$ cat config.mk
export PLATFORM = sky130hd
export DESIGN_NAME = c2rm_top
export DESIGN_NICKNAME = d
export VERILOG_FILES = /design/src/core/c2rm_pkg.sv /design/src/core/c2rm_edge.sv /design/src/core/c2rm_top.sv
export SDC_FILE = /design/constraint.sdc
export NUM_CORES = 1
export LEC_CHECK = 0
export ABC_AREA = 0
export BUFFER_PORTS_ARGS = -buffer_cell sky130_fd_sc_hd__buf_2
export CAP_MARGIN = 0
export CORE_ASPECT_RATIO = 1.5
export CORE_MARGIN = 2
export CORE_UTILIZATION = 60
export DETAILED_ROUTE_END_ITERATION = 8
export PLACE_DENSITY = 0.81
export SLEW_MARGIN = 20
export SYNTH_ARGS = -nofsm -noshare
export SYNTH_HDL_FRONTEND = slang
export SYNTH_SLANG_ARGS = --single-unit
export TNS_END_PERCENT = 1
$ cat constraint.sdc
create_clock -name MCLK_I -period 10.2 [get_ports MCLK_I]
set_input_delay 1.02 -clock MCLK_I [delete_from_list [all_inputs] [get_ports MCLK_I]]
set_output_delay 1.02 -clock MCLK_I [all_outputs]
set_load 0.03 [all_outputs]
$ cat src/core/c2rm_pkg.sv
package c2rm_pkg;

    // register indices; byte address on the bus is four times the index
    localparam logic [7:0] IDX_MULT_LO    = 8'h71;
    localparam logic [7:0] IDX_MULT_HI    = 8'h72;
    localparam logic [7:0] IDX_CYC_UPPER  = 8'h74;
    localparam logic [7:0] IDX_LOW_LSB    = 8'h75;
    localparam logic [7:0] IDX_LOW_MSB    = 8'h76;
    localparam logic [7:0] IDX_HIGH_LSB   = 8'h77;
    localparam logic [7:0] IDX_HIGH_MSB   = 8'h78;
    localparam logic [7:0] IDX_WINDOW     = 8'h79;
    localparam logic [7:0] IDX_PRESCALE   = 8'h7A;
    localparam logic [7:0] IDX_STATUS     = 8'hF0;
    localparam logic [7:0] IDX_MEAS_LSB   = 8'hF1;
    localparam logic [7:0] IDX_MEAS_MSB   = 8'hF2;

    localparam logic [7:0]  REG_RESET     = 8'h00;
    localparam logic [13:0] MULT_RESET    = 14'h0000;
    localparam logic [15:0] MEAS_RESET    = 16'h0000;
    localparam int          MULT_W        = 14;
    localparam int          PRESCALE_BIT  = 0;
    localparam int          PRESCALE_DIV  = 4;
    localparam logic [1:0]  PRESCALE_LAST = 2'h3;
    localparam logic [15:0] CNT_MAX       = 16'hFFFF;

    typedef struct packed {
        logic [13:0] mult;
        logic [7:0]  cycle_upper;
        logic [15:0] freq_lower;
        logic [15:0] freq_upper;
        logic [7:0]  window_count;
        logic        prescale_en;
    } c2rm_cfg_t;

    typedef struct packed {
        logic        freq_fail;
        logic        cycle_fail;
        logic        meas_valid;
        logic [15:0] last_meas;
    } c2rm_stat_t;

endpackage

$ cat src/core/c2rm_edge.sv
`timescale 1ns/10ps
module c2rm_edge
(
    input  wire logic MCLK_I,
    input  wire logic RST_I,
    input  wire logic ce_i,
    input  wire logic ref_i,
    input  wire logic prescale_en_i,
    output logic      edge_o,
    output logic      tick_o
);
    logic [2:0] sync;
    logic       level;
    logic [1:0] div;
    logic       next_level;
    logic [1:0] next_div;
    logic       next_edge;
    logic       next_tick;

    always_comb
    begin
        next_level = level;
        next_div   = div;
        next_edge  = 1'b0;
        next_tick  = 1'b0;
        // a new level is accepted once the second and third stages agree
        if (sync[1] == sync[2])
        begin
            next_level = sync[2];
        end
        if (next_level && !level)
        begin
            next_edge = 1'b1;
            if (prescale_en_i)
            begin
                // one tick per four reference edges
                next_div  = div + 2'h1;
                next_tick = (div == c2rm_pkg::PRESCALE_LAST);
            end
            else
            begin
                next_div  = 2'h0;
                next_tick = 1'b1;
            end
        end
    end

    always_ff @(posedge MCLK_I or posedge RST_I)
    begin
        if (RST_I)
        begin
            sync   <= 3'h0;
            level  <= 1'b0;
            div    <= 2'h0;
            edge_o <= 1'b0;
            tick_o <= 1'b0;
        end
        else if (ce_i)
        begin
            sync   <= {sync[1:0], ref_i};
            level  <= next_level;
            div    <= next_div;
            edge_o <= next_edge;
            tick_o <= next_tick;
        end
    end
endmodule

$ cat src/core/c2rm_top.sv
`timescale 1ns/10ps
module c2rm_top
#(
    parameter int ADDR_W = 12
)
(
    input  wire logic              MCLK_I,
    input  wire logic              RST_I,
    input  wire logic              CE_I,
    input  wire logic              REF_I,
    input  wire logic              PSEL_I,
    input  wire logic              PENABLE_I,
    input  wire logic              PWRITE_I,
    input  wire logic [ADDR_W-1:0] PADDR_I,
    input  wire logic [31:0]       PWDATA_I,
    output logic      [31:0]       PRDATA_O,
    output logic                   PREADY_O,
    output logic                   PSLVERR_O,
    output logic                   FREQ_FAIL_O,
    output logic                   CYCLE_FAIL_O
);
    c2rm_pkg::c2rm_cfg_t  cfg;
    c2rm_pkg::c2rm_cfg_t  next_cfg;
    c2rm_pkg::c2rm_stat_t stat;
    c2rm_pkg::c2rm_stat_t next_stat;
    logic [31:0]          next_prdata;
    logic                 next_pready;
    logic                 next_pslverr;
    logic [7:0]           idx;
    logic                 aligned;
    logic                 hit;
    logic [7:0]           rd_byte;
    logic                 wr_en;
    logic                 ref_edge;
    logic                 ref_tick;
    logic [15:0]          period_cnt;
    logic [15:0]          meas_cnt;
    logic [7:0]           win_cnt;
    logic [15:0]          next_period_cnt;
    logic [15:0]          next_meas_cnt;
    logic [7:0]           next_win_cnt;

    c2rm_edge u_edge
    (
        .MCLK_I        (MCLK_I),
        .RST_I         (RST_I),
        .ce_i          (CE_I),
        .ref_i         (REF_I),
        .prescale_en_i (cfg.prescale_en),
        .edge_o        (ref_edge),
        .tick_o        (ref_tick)
    );

    // address decode: word-aligned, index above bit 1
    always_comb
    begin
        idx     = PADDR_I[9:2];
        aligned = (PADDR_I[1:0] == 2'h0) && (PADDR_I[ADDR_W-1:10] == '0);
        hit     = 1'b1;
        rd_byte = c2rm_pkg::REG_RESET;
        unique case (idx)
            c2rm_pkg::IDX_MULT_LO:   rd_byte = cfg.mult[7:0];
            c2rm_pkg::IDX_MULT_HI:   rd_byte = {2'h0, cfg.mult[13:8]};
            c2rm_pkg::IDX_CYC_UPPER: rd_byte = cfg.cycle_upper;
            c2rm_pkg::IDX_LOW_LSB:   rd_byte = cfg.freq_lower[7:0];
            c2rm_pkg::IDX_LOW_MSB:   rd_byte = cfg.freq_lower[15:8];
            c2rm_pkg::IDX_HIGH_LSB:  rd_byte = cfg.freq_upper[7:0];
            c2rm_pkg::IDX_HIGH_MSB:  rd_byte = cfg.freq_upper[15:8];
            c2rm_pkg::IDX_WINDOW:    rd_byte = cfg.window_count;
            c2rm_pkg::IDX_PRESCALE:  rd_byte = {7'h00, cfg.prescale_en};
            c2rm_pkg::IDX_STATUS:    rd_byte = {5'h00, stat.meas_valid, stat.cycle_fail,
                                                stat.freq_fail};
            c2rm_pkg::IDX_MEAS_LSB:  rd_byte = stat.last_meas[7:0];
            c2rm_pkg::IDX_MEAS_MSB:  rd_byte = stat.last_meas[15:8];
            default:                 hit = 1'b0;
        endcase
        hit = hit && aligned;
    end

    assign wr_en = PSEL_I && PENABLE_I && PREADY_O && PWRITE_I && !PSLVERR_O;

    // apb slave: answer prepared in setup, pready high for the single access cycle
    always_comb
    begin
        next_cfg     = cfg;
        next_prdata  = PRDATA_O;
        next_pready  = 1'b0;
        next_pslverr = 1'b0;
        if (PSEL_I && !PENABLE_I)
        begin
            next_pready  = 1'b1;
            next_pslverr = !hit;
            next_prdata  = (hit && !PWRITE_I) ? {24'h000000, rd_byte} : 32'h00000000;
        end
        if (wr_en)
        begin
            unique case (idx)
                c2rm_pkg::IDX_MULT_LO:   next_cfg.mult[7:0] = PWDATA_I[7:0];
                c2rm_pkg::IDX_MULT_HI:   next_cfg.mult[13:8] = PWDATA_I[5:0];
                c2rm_pkg::IDX_CYC_UPPER: next_cfg.cycle_upper = PWDATA_I[7:0];
                c2rm_pkg::IDX_LOW_LSB:   next_cfg.freq_lower[7:0] = PWDATA_I[7:0];
                c2rm_pkg::IDX_LOW_MSB:   next_cfg.freq_lower[15:8] = PWDATA_I[7:0];
                c2rm_pkg::IDX_HIGH_LSB:  next_cfg.freq_upper[7:0] = PWDATA_I[7:0];
                c2rm_pkg::IDX_HIGH_MSB:  next_cfg.freq_upper[15:8] = PWDATA_I[7:0];
                c2rm_pkg::IDX_WINDOW:    next_cfg.window_count = PWDATA_I[7:0];
                c2rm_pkg::IDX_PRESCALE:
                    next_cfg.prescale_en = PWDATA_I[c2rm_pkg::PRESCALE_BIT];
                default:                 next_cfg = cfg;
            endcase
        end
    end

    always_ff @(posedge MCLK_I or posedge RST_I)
    begin
        if (RST_I)
        begin
            cfg       <= '{c2rm_pkg::MULT_RESET, c2rm_pkg::REG_RESET, c2rm_pkg::MEAS_RESET,
                           c2rm_pkg::MEAS_RESET, c2rm_pkg::REG_RESET, 1'b0};
            PRDATA_O  <= 32'h00000000;
            PREADY_O  <= 1'b0;
            PSLVERR_O <= 1'b0;
        end
        else if (CE_I)
        begin
            cfg       <= next_cfg;
            PRDATA_O  <= next_prdata;
            PREADY_O  <= next_pready;
            PSLVERR_O <= next_pslverr;
        end
    end

    // monitor: per-cycle period check and windowed frequency check
    always_comb
    begin
        next_stat       = stat;
        next_period_cnt = period_cnt;
        next_meas_cnt   = meas_cnt;
        next_win_cnt    = win_cnt;
        if (period_cnt != c2rm_pkg::CNT_MAX)
        begin
            next_period_cnt = period_cnt + 16'h0001;
        end
        if (meas_cnt != c2rm_pkg::CNT_MAX)
        begin
            next_meas_cnt = meas_cnt + 16'h0001;
        end
        // per-cycle check: period in system clocks above the upper limit fails,
        // also flagged while waiting so a lost reference is seen early
        if (ref_edge)
        begin
            next_stat.cycle_fail = (period_cnt > {8'h00, cfg.cycle_upper});
            next_period_cnt      = 16'h0000;
        end
        else if (period_cnt > {8'h00, cfg.cycle_upper})
        begin
            next_stat.cycle_fail = 1'b1;
        end
        if (ref_tick)
        begin
            if (win_cnt >= cfg.window_count)
            begin
                // window closes after window_count + 1 counted cycles; a count lowered
                // below the running position closes on the next tick instead of wrapping 256 ticks
                next_win_cnt         = 8'h00;
                next_meas_cnt        = 16'h0000;
                next_stat.last_meas  = meas_cnt;
                next_stat.meas_valid = 1'b1;
                next_stat.freq_fail  = (meas_cnt < cfg.freq_lower)
                                     || (meas_cnt > cfg.freq_upper);
            end
            else
            begin
                next_win_cnt = win_cnt + 8'h01;
            end
        end
    end

    always_ff @(posedge MCLK_I or posedge RST_I)
    begin
        if (RST_I)
        begin
            stat         <= '{1'b0, 1'b0, 1'b0, c2rm_pkg::MEAS_RESET};
            period_cnt   <= c2rm_pkg::MEAS_RESET;
            meas_cnt     <= c2rm_pkg::MEAS_RESET;
            win_cnt      <= c2rm_pkg::REG_RESET;
            FREQ_FAIL_O  <= 1'b0;
            CYCLE_FAIL_O <= 1'b0;
        end
        else if (CE_I)
        begin
            stat         <= next_stat;
            period_cnt   <= next_period_cnt;
            meas_cnt     <= next_meas_cnt;
            win_cnt      <= next_win_cnt;
            FREQ_FAIL_O  <= next_stat.freq_fail;
            CYCLE_FAIL_O <= next_stat.cycle_fail;
        end
    end
endmodule

======== Word-level counts from Yosys, hierarchy flattened ========
Index checks and enable logic that the tools add are counted.
Widths: inputs -> output; s select.
storage, ports and cells
  flip-flop bits (word level) ............. 164
  word-level logic and storage cells ...... 101
  output and inout bits ................... 36
  bits of input ports ..................... 51
cells by class
  order comparisons ....................... 4
  add/subtract/negate cells ............... 4
  mux-type cells .......................... 18
  reduce and logical (&&, ||, !) cells .... 35
  equality and inequality tests ........... 16
operator list
  cell                   count
  $pmux 8 s12            1
  $mux 16                5
  $eq 8x7->1 const B     9
  $add 16x1->16 const B  2
  $ne 16x16->1 const B   2
  $reduce_and 3->1       10
  $eq 8x8->1 const B     3
  $gt 16x16->1           1
  $gt 16x8->1            1
  $lt 16x16->1           1
  $mux 8                 2
  $reduce_or 12->1       1
  $reduce_and 2->1       5
  $logic_and 1x1->1      9
  $mux 1                 9
  $add 8x1->8 const B    1
  $ge 8x8->1             1
  $logic_not 1->1        5
  $logic_not 2->1        2
  $reduce_bool 2->1      2
  $add 2x1->2 const B    1
  $eq 2x2->1 const B     1
  $mux 2                 1
  $eq 1x1->1             1
  $logic_or 1x1->1       1

======== Depth between registers and ports, before layout ========
Gate-level depths: netlist of run 1.
  depth in word-level cells ............... 6
  mapped depth ............................ 9
  depth with buffers taken out ............ 8

======== Hierarchy ========
Synthesis of run 1 repeated with hierarchy kept, for this count alone.
unflattened totals
  cells, all modules ...................... 772
  area total of the unflattened synthesis .. 8075.2 sq um
modules (own cells, without submodules)
  module     area each (sq um)  cells each  instances  seq. area each (sq um)
  c2rm_top   7702.4             744         1          3303.2
  c2rm_edge  372.9              28          1          200.2

======== Least setup slack after synthesis of run 1 ========
OpenSTA, ideal clock, no wires.
  kind .................................... input-to-reg
  from .................................... in PADDR_I[2]
  to ...................................... reg PRDATA_O[3]
  required time ........................... 10.062 ns
  stages .................................. 7
  slack ................................... 7.706 ns
  buffers on the path ..................... 2
  arrival time ............................ 2.356 ns
  setup time .............................. 0.138 ns
  cell sequence ........................... buf_2 -> nor2b_1 -> buf_2 -> a22o_1 -> a221o_1 -> a2111oi_0 -> a21oi_1
on the way
  word-level cells in the longest chain between the ends .. 6
  elaborated cells between the ends (all ways) .. 18
  classes of those cells .................. eq/ne: 12; mux: 3; reduce/logical: 3
RTL lines
  element                                          line             text
  start, declared                                  c2rm_top.sv:14   input wire logic [ADDR_W-1:0] PADDR_I,
  $eq 8x7->1 / $eq 8x8->1 (equally long branches)  c2rm_top.sv:61   unique case (idx)
  $reduce_or 12->1 (no source line)                n/a
  $mux 1                                           c2rm_top.sv:61
  $logic_and 1x1->1                                c2rm_top.sv:77   hit = hit && aligned;
  $logic_and 1x1->1                                c2rm_top.sv:93   next_prdata = (hit && !PWRITE_I) ? {24'h000000, rd_byte} : 32'h00000000;
  $mux 8 (*)                                       c2rm_top.sv:93
  end signal, assigned                             c2rm_top.sv:126  PRDATA_O <= next_prdata;
  end, declared                                    c2rm_top.sv:16   output logic [31:0] PRDATA_O,
Mark *: on every way between the ends. The rest lies on a longest branch, timed or not.
A chain may end at the register's enable or synchronous reset.

======== Worst setup path in the final report of run 1 ========
  from .................................... in CE_I
  to ...................................... reg cfg[9] (netlist name)
on the way
  word-level cells in the longest chain between the ends .. 1
RTL lines
  element                            line             text
  start, declared                    c2rm_top.sv:9    input wire logic CE_I,
  $reduce_and 3->1 (no source line)  n/a
  end signal, assigned               c2rm_top.sv:117  cfg <= '{c2rm_pkg::MULT_RESET, c2rm_pkg::REG_RESET, c2rm_pkg::MEAS_RESET,
  end signal, assigned               c2rm_top.sv:125  cfg <= next_cfg;
  end, declared                      c2rm_top.sv:22   c2rm_pkg::c2rm_cfg_t cfg;
Every way passes these cells.

==> results of run 1 <==
-- power by group --
part	total [uW]	switching [uW]	internal, uW
registers	655	59.4	596
clock network	659	248	411
logic	247	149	97.7
-- flip-flops by register name, indices dropped and copies added (netlist names), 2 cells and up --
register,flops
PRDATA_O,8
stat,19
meas_cnt,16
period_cnt,16
u_edge.sync,3
win_cnt,8
cfg,63
u_edge.div,2
-- cell type report --
class / instances / area, um2 / area share (%)
Timing Repair Buffer: 45 / 246 / 2.76
Multi-Input combinational cell: 576 / 4120 / 46.2
Sequential cell: 140 / 3500 / 39.3
Clock inverter: 13 / 193 / 2.16
Tap cell: 159 / 199 / 2.23
Clock buffer: 19 / 433 / 4.86
Inverter: 58 / 223 / 2.50
-- worst register-to-register path: stages, from the launching register on --
cell and delay (ns):
dfrtp_1 0.42, inv_1 0.06, ha_1 0.28, nand2b_1 0.10, a21oi_1 0.08, o21a_1 0.25, o31ai_4 0.40, buf_4 0.43
mux2_2 0.42
-- synthesized netlist by cell type, types with 2 or more instances --
cell	instances
o211ai_1	2
mux2_2	76
a211oi_1	11
nand4_1	12
a21oi_1	40
a222oi_1	3
o22ai_1	3
nand3_2	5
buf_1	2
nor4_1	3
or3_1	3
xor2_1	15
o2bb2ai_1	2
o31ai_1	2
nor3_1	10
xnor2_1	11
nand3_1	34
a22oi_1	8
dfrtp_1	140
mux2i_1	8
nor2b_1	7
a221oi_1	6
nand3b_1	2
buf_4	25
ha_1	51
a21boi_0	2
and2_1	5
clkbuf_1	10
a31oi_1	5
and3_1	9
a21o_1	8
or2_2	3
a41oi_1	2
nor2_1	51
o21a_1	2
a22o_1	13
nand2b_1	7
nand2_1	67
inv_1	58
buf_2	11
nand4b_1	3
nor3b_1	2
o21ai_0	42
and4_1	4
-- per-layer routing --
metal	global-route usage [%]	routed length [um]	up-vias	part of all wire, %
li1	-	-	2877	-
met5	0	10	-	0.047
met3	4.76	1180	77	5.5
met2	52.4	10800	292	51
met1	36.9	8070	3199	38
met4	17.1	1190	2	5.6
-- through the flow --
stage | cells | hold WS (ns) | power (uW)
after CTS | 1010 | 0.492 | 1560
after floorplan | 822 | 0.440 | 826
after global routing | 1010 | 0.517 | 1620
after global placement | 978 | 0.453 | 887
final | 1010 | 0.504 | 1560
after detailed placement | 978 | 0.479 | 903
-- logic make-up (layout without fill, tap and decap cells) --
group | Yosys count | after routing
simple gates | 232 | 232
compound gates | 159 | 159
flops | 140 | 140
buf+inv | 106 | 135
mux | 84 | 84
fa+ha+maj | 51 | 51
xor+xnor | 26 | 26
other cells | 1 | 24
-- how the worst max path moves through the flow --
| stage | end | startpoint | cells past startpoint |
|---|---|---|---|
| 3_3_place_gp | cfg[9] | CE_I | 6 |
| 6_report | cfg[9] | CE_I | 6 |
| 3_5_place_dp | cfg[9] | CE_I | 6 |
| 4_1_cts | cfg[9] | CE_I | 6 |
| 5_1_grt | cfg[9] | CE_I | 6 |
| 2_1_floorplan | PRDATA_O[0] | RST_I | 1 |
==> reports/metrics.csv, run 1 <==
metric,value,unit
Placed Area,8290,um2
"most common cell after layout, fill and taps aside",dfrtp_1,
drt pass-1 iters,5,
outcome,completed,
Max Fanout on Critical Path,34,
Synthesis Warnings,0,
HP Class,reg -> reg,
"Seq/Total Area, Yosys",43.6,%
Fin Clk Skew,0.00861,ns
die height,146,um
reg2reg setup slack,7.63,ns
Antenna Cells,0,
worst r2r src,win_cnt[0],
Max Slew Vio Count,0,
CP max stage cell,nor4_4,
Setup WS pre-CTS,6.57,ns
final worst slack,7.00,ns
Max Cap Viol,0,
Worst EP arrival,3.51,ns
Routed WL,21200,um
Crit path max-delay family,simple AND/OR/NAND/NOR gates,
crit path time final,3.20,ns
RSZ-0062 raised after global routing,no,
Placer Congestion,0.968,
clk slew on worst S/H paths,0.06,ns
Crit path buffers/inverters,1,
most frequent cells in the layout,"dfrtp_1 (140), mux2_2 (76), nand2_1 (67), inv_1 (57)",
initial antenna violation count,1,
# IOs,87,
Die Wd,98.5,um
GRT overflow,0,
post-cts repair resize count,0,
final worst-path cycle share,31.4,%
syn_area_per_cell,10.1,um2
combinational family with the most area after synthesis,simple AND/OR/NAND/NOR gates,
post-synthesis xor/xnor area fraction,2.83,%
worst hold endpoint,stat[16],
CP required,10.51,ns
wire per inst,21.0,um
CTS H-tree lvls,4,
endpoint type of the worst setup path,register,
Layout Nets,940,
"Top FF cell, synth",dfrtp_1,
Compound-Gate Fraction of Synth Area,12.9,%
crit start category,input port,
Core Rows,51,
Post-CTS Setup Inserts,0,
clock latency on the worst-skew pair,0.42,ns
number of fill cells in the layout,982,
first-pass GRT wire length,34600,um
Num CTS Buffers,17,
Final Util,68.5,%
Slowest Stage Delay on Critical Path,0.73,ns
CTS Hold Bufs,0,
Total GRT Usage,30.8,%
core area,13000,um2
via count,6447,
Post-Synth Simple-Gate Area,14.7,%
HPWL Detailed,15000,um
P&R area growth vs syn,11.0,%
Synth Cell Area,8030,um2
Hold Startpoint,stat[16],
clk buf depth,2,
design area,8920,um2
reg2reg end,stat[9],
DR vias/cell,6.38,
CP Class,in -> reg,
CTS sink cnt,140,
post-route ant nets,0,
f_max,0.312,GHz
cell mode on critical path,nand2_1,
port buffer count,38,
pin count of the biggest net entering global routing,80,
Hold Path Stages,1,
Slew HR,24.8,%
proportion of synthesized area in mux cells,11.7,%
share of the synthesized area in the top cell type,43.6,%
Initial Util,61.7,%
Cells after Synth,799,
R2R depth,8,
setup TNS,0,ns
final setup violation count,0,
DRC,0,
Synth Register Bits,140,
Slew @ Worst Pin,1.13,ns
Lkg Pwr,0.00425,uW
maximum VDD drop,0.114,mV
critical-path cell list,"buf_2, nand2_1, nor4_4, nand2_1, nor2_2, mux2_2",
Synth area leader,dfrtp_1,
"EDFF count, synth",0,
Final Hold Viols,0,
Async SR Flop Fraction,100,%
full die area,14300,um2
PD cells,175,nW/um2
DR iter-0 viols,605,
vias in the first global route,6632,
layout cell share with drive strength beyond 1,19.5,%
count of different cell masters after synthesis,58,
CTS tree,done,
Synth Area in Adders,7.94,%
largest cells by area after synthesis,"dfrtp_1 (44%), mux2_2 (11%), ha_1 (7.9%)",
Root Driver,clkbuf_16,
Note: power is estimated with default switching activity, not from simulation.
==> inputs of run 2 (changes only) <==
--- a/config.mk
+++ b/config.mk
@@ -10,9 +10,9 @@
 export CAP_MARGIN = 0
 export CORE_ASPECT_RATIO = 1.5
 export CORE_MARGIN = 2
-export CORE_UTILIZATION = 60
+export CORE_UTILIZATION = 54
 export DETAILED_ROUTE_END_ITERATION = 8
-export PLACE_DENSITY = 0.81
+export PLACE_DENSITY = 0.77
 export SLEW_MARGIN = 20
 export SYNTH_ARGS = -nofsm -noshare
 export SYNTH_HDL_FRONTEND = slang
==> constraint.sdc (replaced) <==
create_clock -name MCLK_I -period 2.76 [get_ports MCLK_I]
set_input_delay 0.276 -clock MCLK_I [delete_from_list [all_inputs] [get_ports MCLK_I]]
set_output_delay 0.276 -clock MCLK_I [all_outputs]
set_load 0.03 [all_outputs]
==> run 2 against run 1 <==
First-iteration DRC count is 22% lower. Sequential share of layout area is 0.66 points lower. Power grew to 3.6 times the previous value. Via count is 1.2% lower. Sequential power grew to 3.7 times the previous value. Worst hold slack worse by 0.47 ns. Non-clock buffer count is 11 higher. Critical endpoint is now stat[18].
==> reports/metrics.csv, run 2 (same netlist as run 1, synthesis figures left out) <==
metric,value,unit
outcome,completed,
initial antenna violation count,0,
GRT overflow,0,
Tot Pwr,5680,uW
"most common cell after layout, fill and taps aside",dfrtp_1,
f_max,0.451,GHz
die height,153,um
wire per inst,19.4,um
Post-CTS Setup Inserts,0,
Total GRT Usage,26.7,%
Root Driver,clkbuf_16,
CTS sink cnt,140,
layout cell share with drive strength beyond 1,20.6,%
Core Rows,54,
DRC,0,
Num CTS Buffers,17,
clock latency on the worst-skew pair,0.42,ns
Placed Area,8450,um2
CTS tree,done,
clk buf depth,2,
Largest register FFs,63,
Max Fanout on Critical Path,9,
post-route ant nets,0,
Die Wd,104,um
drt pass-1 iters,6,
Slew HR,34.2,%
Routed WL,20500,um
Lkg Pwr,0.00431,uW
Max Slew Vio Count,0,
Worst EP arrival,2.56,ns
design area,9070,um2
# IOs,87,
pin count of the biggest net entering global routing,48,
P&R area growth vs syn,12.9,%
Final Hold Viols,0,
Fin Clk Skew,0.00739,ns
most frequent cells in the layout,"dfrtp_1 (140), mux2_2 (76), nand2_1 (67), inv_1 (57)",
Slew @ Worst Pin,0.984,ns
CP Class,reg -> reg,
via count,6369,
port buffer count,38,
setup TNS,0,ns
crit path time final,2.22,ns
CTS Hold Bufs,0,
DR vias/cell,6.02,
Initial Util,55.3,%
vias in the first global route,6352,
RSZ-0062 raised after global routing,no,
final worst-path cycle share,80.4,%
full die area,15900,um2
Layout Nets,951,
Antenna Cells,0,
maximum VDD drop,0.299,mV
HPWL Detailed,14700,um
CP required,3.10,ns
first-pass GRT wire length,33200,um
Max Cap Viol,0,
HP Class,in -> async,
clk slew on worst S/H paths,0.06,ns
Placer Congestion,0.942,
core area,14500,um2
CTS H-tree lvls,4,
post-cts repair resize count,0,
final setup violation count,0,
Top reg by flops,cfg,
DR iter-0 viols,470,
endpoint type of the worst setup path,register,
number of fill cells in the layout,1197,
Largest regs,"cfg: 63 flops, stat: 19 flops",
crit start category,register,
PD cells,626,nW/um2
## run 2: cell types whose count changed in the layout (fill, tap and decap cells not counted), sizes merged
cell      change
inv           -1
clkinvlp      +2
clkbuf        +5
bufinv        -2
buf          +11
clkinv        -4
## run 2: layout make-up
class / count / area [um2] / share of cell area [%]
well taps: 196 / 245 / 2.70
repair buffers: 56 / 363 / 4.00
multi-input cells: 576 / 4120 / 45.4
clock inverters: 8 / 105 / 1.16
clock buffers: 24 / 512 / 5.64
inverters: 58 / 221 / 2.44
flip-flops and latches: 140 / 3500 / 38.6
## run 2: worst paths after layout
kind / startpoint / end / slack, ns / cells past startpoint
max: meas_cnt[5] / stat[18] / 0.54 / 7
min: RST_I / cfg[53] / 0.03 / 2
max reg2reg: meas_cnt[5] / stat[18] / 0.54 / 7
min reg2reg: stat[16] / stat[16] / 0.47 / 1
max in group asynchronous: RST_I / meas_cnt[8] / 2.00 / 3
min in group MCLK_I: REF_I / u_edge.sync[0] / 0.09 / 2
## run 2: where the power goes
part | internal [uW] | switching, uW | total, uW
logic | 379 | 550 | 930
registers | 2200 | 200 | 2400
clock network | 1480 | 868 | 2350
total | 4060 | 1620 | 5680
## run 2: layer usage
layer / up-vias / global-route usage [%] / routed length (um)
met5: - / 0 / 0
met4: 0 / 16.3 / 1180
met3: 79 / 4.99 / 1310
met2: 285 / 46.2 / 10300
met1: 3086 / 30.4 / 7720
li1: 2919 / - / -
## run 2: critical path, cell delays in order (launching register included)
cell	delay, ns
dfrtp_1	0.62
ha_1	0.33
a21o_1	0.18
a221oi_1	0.28
o21ai_0	0.15
a21oi_1	0.25
o21ai_0	0.15
a31oi_1	0.18
## run 2: stage by stage
step,cells,util [%],hold WS (ns),setup slack [ns]
after floorplan,822,-,0.393,0.558
after global placement,1026,58.2,0.453,0.537
after detailed placement,1026,58.2,0.456,0.490
after CTS,1058,62.4,0.0520,0.534
after global routing,1058,62.4,0.0903,0.404
final,1058,62.4,0.0342,0.541
==> inputs of run 3 (changes only) <==
--- a/config.mk
+++ b/config.mk
@@ -10,9 +10,9 @@
 export CAP_MARGIN = 0
 export CORE_ASPECT_RATIO = 1.5
 export CORE_MARGIN = 2
-export CORE_UTILIZATION = 54
+export CORE_UTILIZATION = 59
 export DETAILED_ROUTE_END_ITERATION = 8
-export PLACE_DENSITY = 0.77
+export PLACE_DENSITY = 0.8
 export SLEW_MARGIN = 20
 export SYNTH_ARGS = -nofsm -noshare
 export SYNTH_HDL_FRONTEND = slang
==> constraint.sdc (replaced) <==
create_clock -name MCLK_I -period 2.3 [get_ports MCLK_I]
set_input_delay 0.23 -clock MCLK_I [delete_from_list [all_inputs] [get_ports MCLK_I]]
set_output_delay 0.23 -clock MCLK_I [all_outputs]
set_load 0.03 [all_outputs]
==> run 3 against run 2 <==
Sequential cell count unchanged. Fmax up 1.7%. Critical path depth unchanged. Via count up 2.8%. Critical path type unchanged.
==> reports/metrics.csv, run 3 (same netlist as run 1, synthesis figures left out) <==
metric,value,unit
outcome,completed,
CTS sink cnt,140,
vias in the first global route,6606,
Layout Nets,971,
most frequent cells in the layout,"dfrtp_1 (140), mux2_2 (76), nand2_1 (67), inv_1 (57)",
final worst-path cycle share,94.8,%
CP required,2.64,ns
P&R area growth vs syn,14.4,%
maximum VDD drop,0.470,mV
"most common cell after layout, fill and taps aside",dfrtp_1,
Antenna Cells,0,
Largest register FFs,63,
design area,9190,um2
Max Cap Viol,0,
layout cell share with drive strength beyond 1,22.2,%
DRC,0,
CTS tree,done,
Seq pwr share,41.2,%
clock latency on the worst-skew pair,0.42,ns
DR vias/cell,6.27,
clk slew on worst S/H paths,0.06,ns
Slew HR,48.1,%
crit start category,register,
wire per inst,20.6,um
Core Rows,52,
Clock power frac,41.9,%
Hold Path Stages,2,
grt peak-use layer,met2,
crit path time final,2.18,ns
Largest regs,"cfg: 63 flops, stat: 19 flops",
Hold Startpoint,REF_I,
Placed Area,8550,um2
endpoint type of the worst setup path,register,
Psw,2020,uW
worst hold endpoint,u_edge.sync[0],
clk buf depth,2,
CP Class,reg -> reg,
Fin Clk Skew,0.00882,ns
DR iter-0 viols,462,
Slew @ Worst Pin,0.777,ns
pin count of the biggest net entering global routing,90,
setup TNS,0,ns
core area,13400,um2
Top reg by flops,cfg,
GR Util met2,52.7,%
drt pass-1 iters,5,
hold_ws,0.0524,ns
Total GRT Usage,30.3,%
Net Sw Frac,29.1,%
# IOs,87,
Placed Cells,1011,
Final Hold Viols,0,
final setup violation count,0,
post-route ant nets,0,
final worst slack,0.119,ns
reg2reg end,stat[18],
Root Driver,clkbuf_16,
grt met3 use,4.66,%
Die Wd,99.3,um
PD cells,758,nW/um2
CTS Hold Bufs,1,
Routed WL,21500,um
internal power,4940,uW
Setup WS pre-CTS,0.207,ns
Initial Util,59.9,%
die height,147,um
Max Fanout on Critical Path,3,
Max Slew Vio Count,0,
post-layout instance count excluding filler cells,1044,
via count,6549,
post-cts repair resize count,0,
first-pass GRT wire length,34100,um
f_max,0.459,GHz
initial antenna violation count,0,
Placer Congestion,0.994,
worst r2r src,cfg[23],
logic gate share of total power,16.8,%
Worst EP arrival,2.52,ns
RSZ-0062 raised after global routing,no,
reg2reg setup slack,0.12,ns
Num CTS Buffers,17,
port buffer count,38,
Lkg Pwr,0.00439,uW
CTS H-tree lvls,4,
GRT overflow,0,
number of fill cells in the layout,980,
met1 usage,35.0,%
HPWL Detailed,15000,um
HP Class,in -> reg,
full die area,14600,um2
R2R depth,7,
Post-CTS Setup Inserts,0,
run 3: changes by cell type in the layout (fill, tap and decap cells not counted):
cell,delta
dlygate4sd3_1,+1
clkinv_2,-1
bufinv_16,+2
clkinvlp_4,+2
clkinv_4,+2
buf_4,+19
clkbuf_8,-6
clkbuf_1,+1
run 3: through the flow:
stage	total power, uW	utilization [%]
final	6960	68.5
after global routing	7230	68.5
after CTS	6970	68.5
after detailed placement	4040	63.8
after global placement	4000	63.8
after floorplan	3660	-
run 3: power by group through the flow:
stage | Sequential [uW] | Combinational (uW) | Clock [uW]
global placement | 2890 | 1100 | 0
detailed placement | 2900 | 1140 | 0
CTS | 2860 | 1170 | 2930
finish | 2870 | 1170 | 2920
floorplan | 2880 | 783 | 0
global route | 2900 | 1290 | 3030
run 3: area by class of cell:
type,instances,area (um2),share of cell area [%]
Sequential cell,140,3500,38.1
Multi-Input combinational cell,576,4120,44.8
Clock buffer,19,433,4.71
Tap cell,162,203,2.21
Clock inverter,13,193,2.10
Timing Repair Buffer,76,515,5.61
Inverter,58,221,2.41
run 3: worst max-delay path by stage:
stage	from	slack, ns	end
final	cfg[23]	0.12	stat[18]
after global routing	win_cnt[0]	0.06	stat[8]
after CTS	cfg[6]	0.18	stat[1]
after detailed placement	win_cnt[0]	0.21	stat[6]
after global placement	win_cnt[0]	0.24	stat[10]
after floorplan	win_cnt[0]	0.1	stat[10]
run 3: layer usage:
layer | up-vias | part of all wire [%]
met1 | 3201 | 37
li1 | 2957 | -
met4 | 0 | 5.9
met5 | - | 0
met3 | 90 | 5.9
met2 | 301 | 51
run 3: critical path, cell delays in order (launching register included):
cell and delay [ns]:
dfrtp_1 0.40, inv_1 0.06, ha_1 0.32, nand4_1 0.22
nor4_1 0.60, a21oi_1 0.13, a22o_1 0.22, a31oi_1 0.16
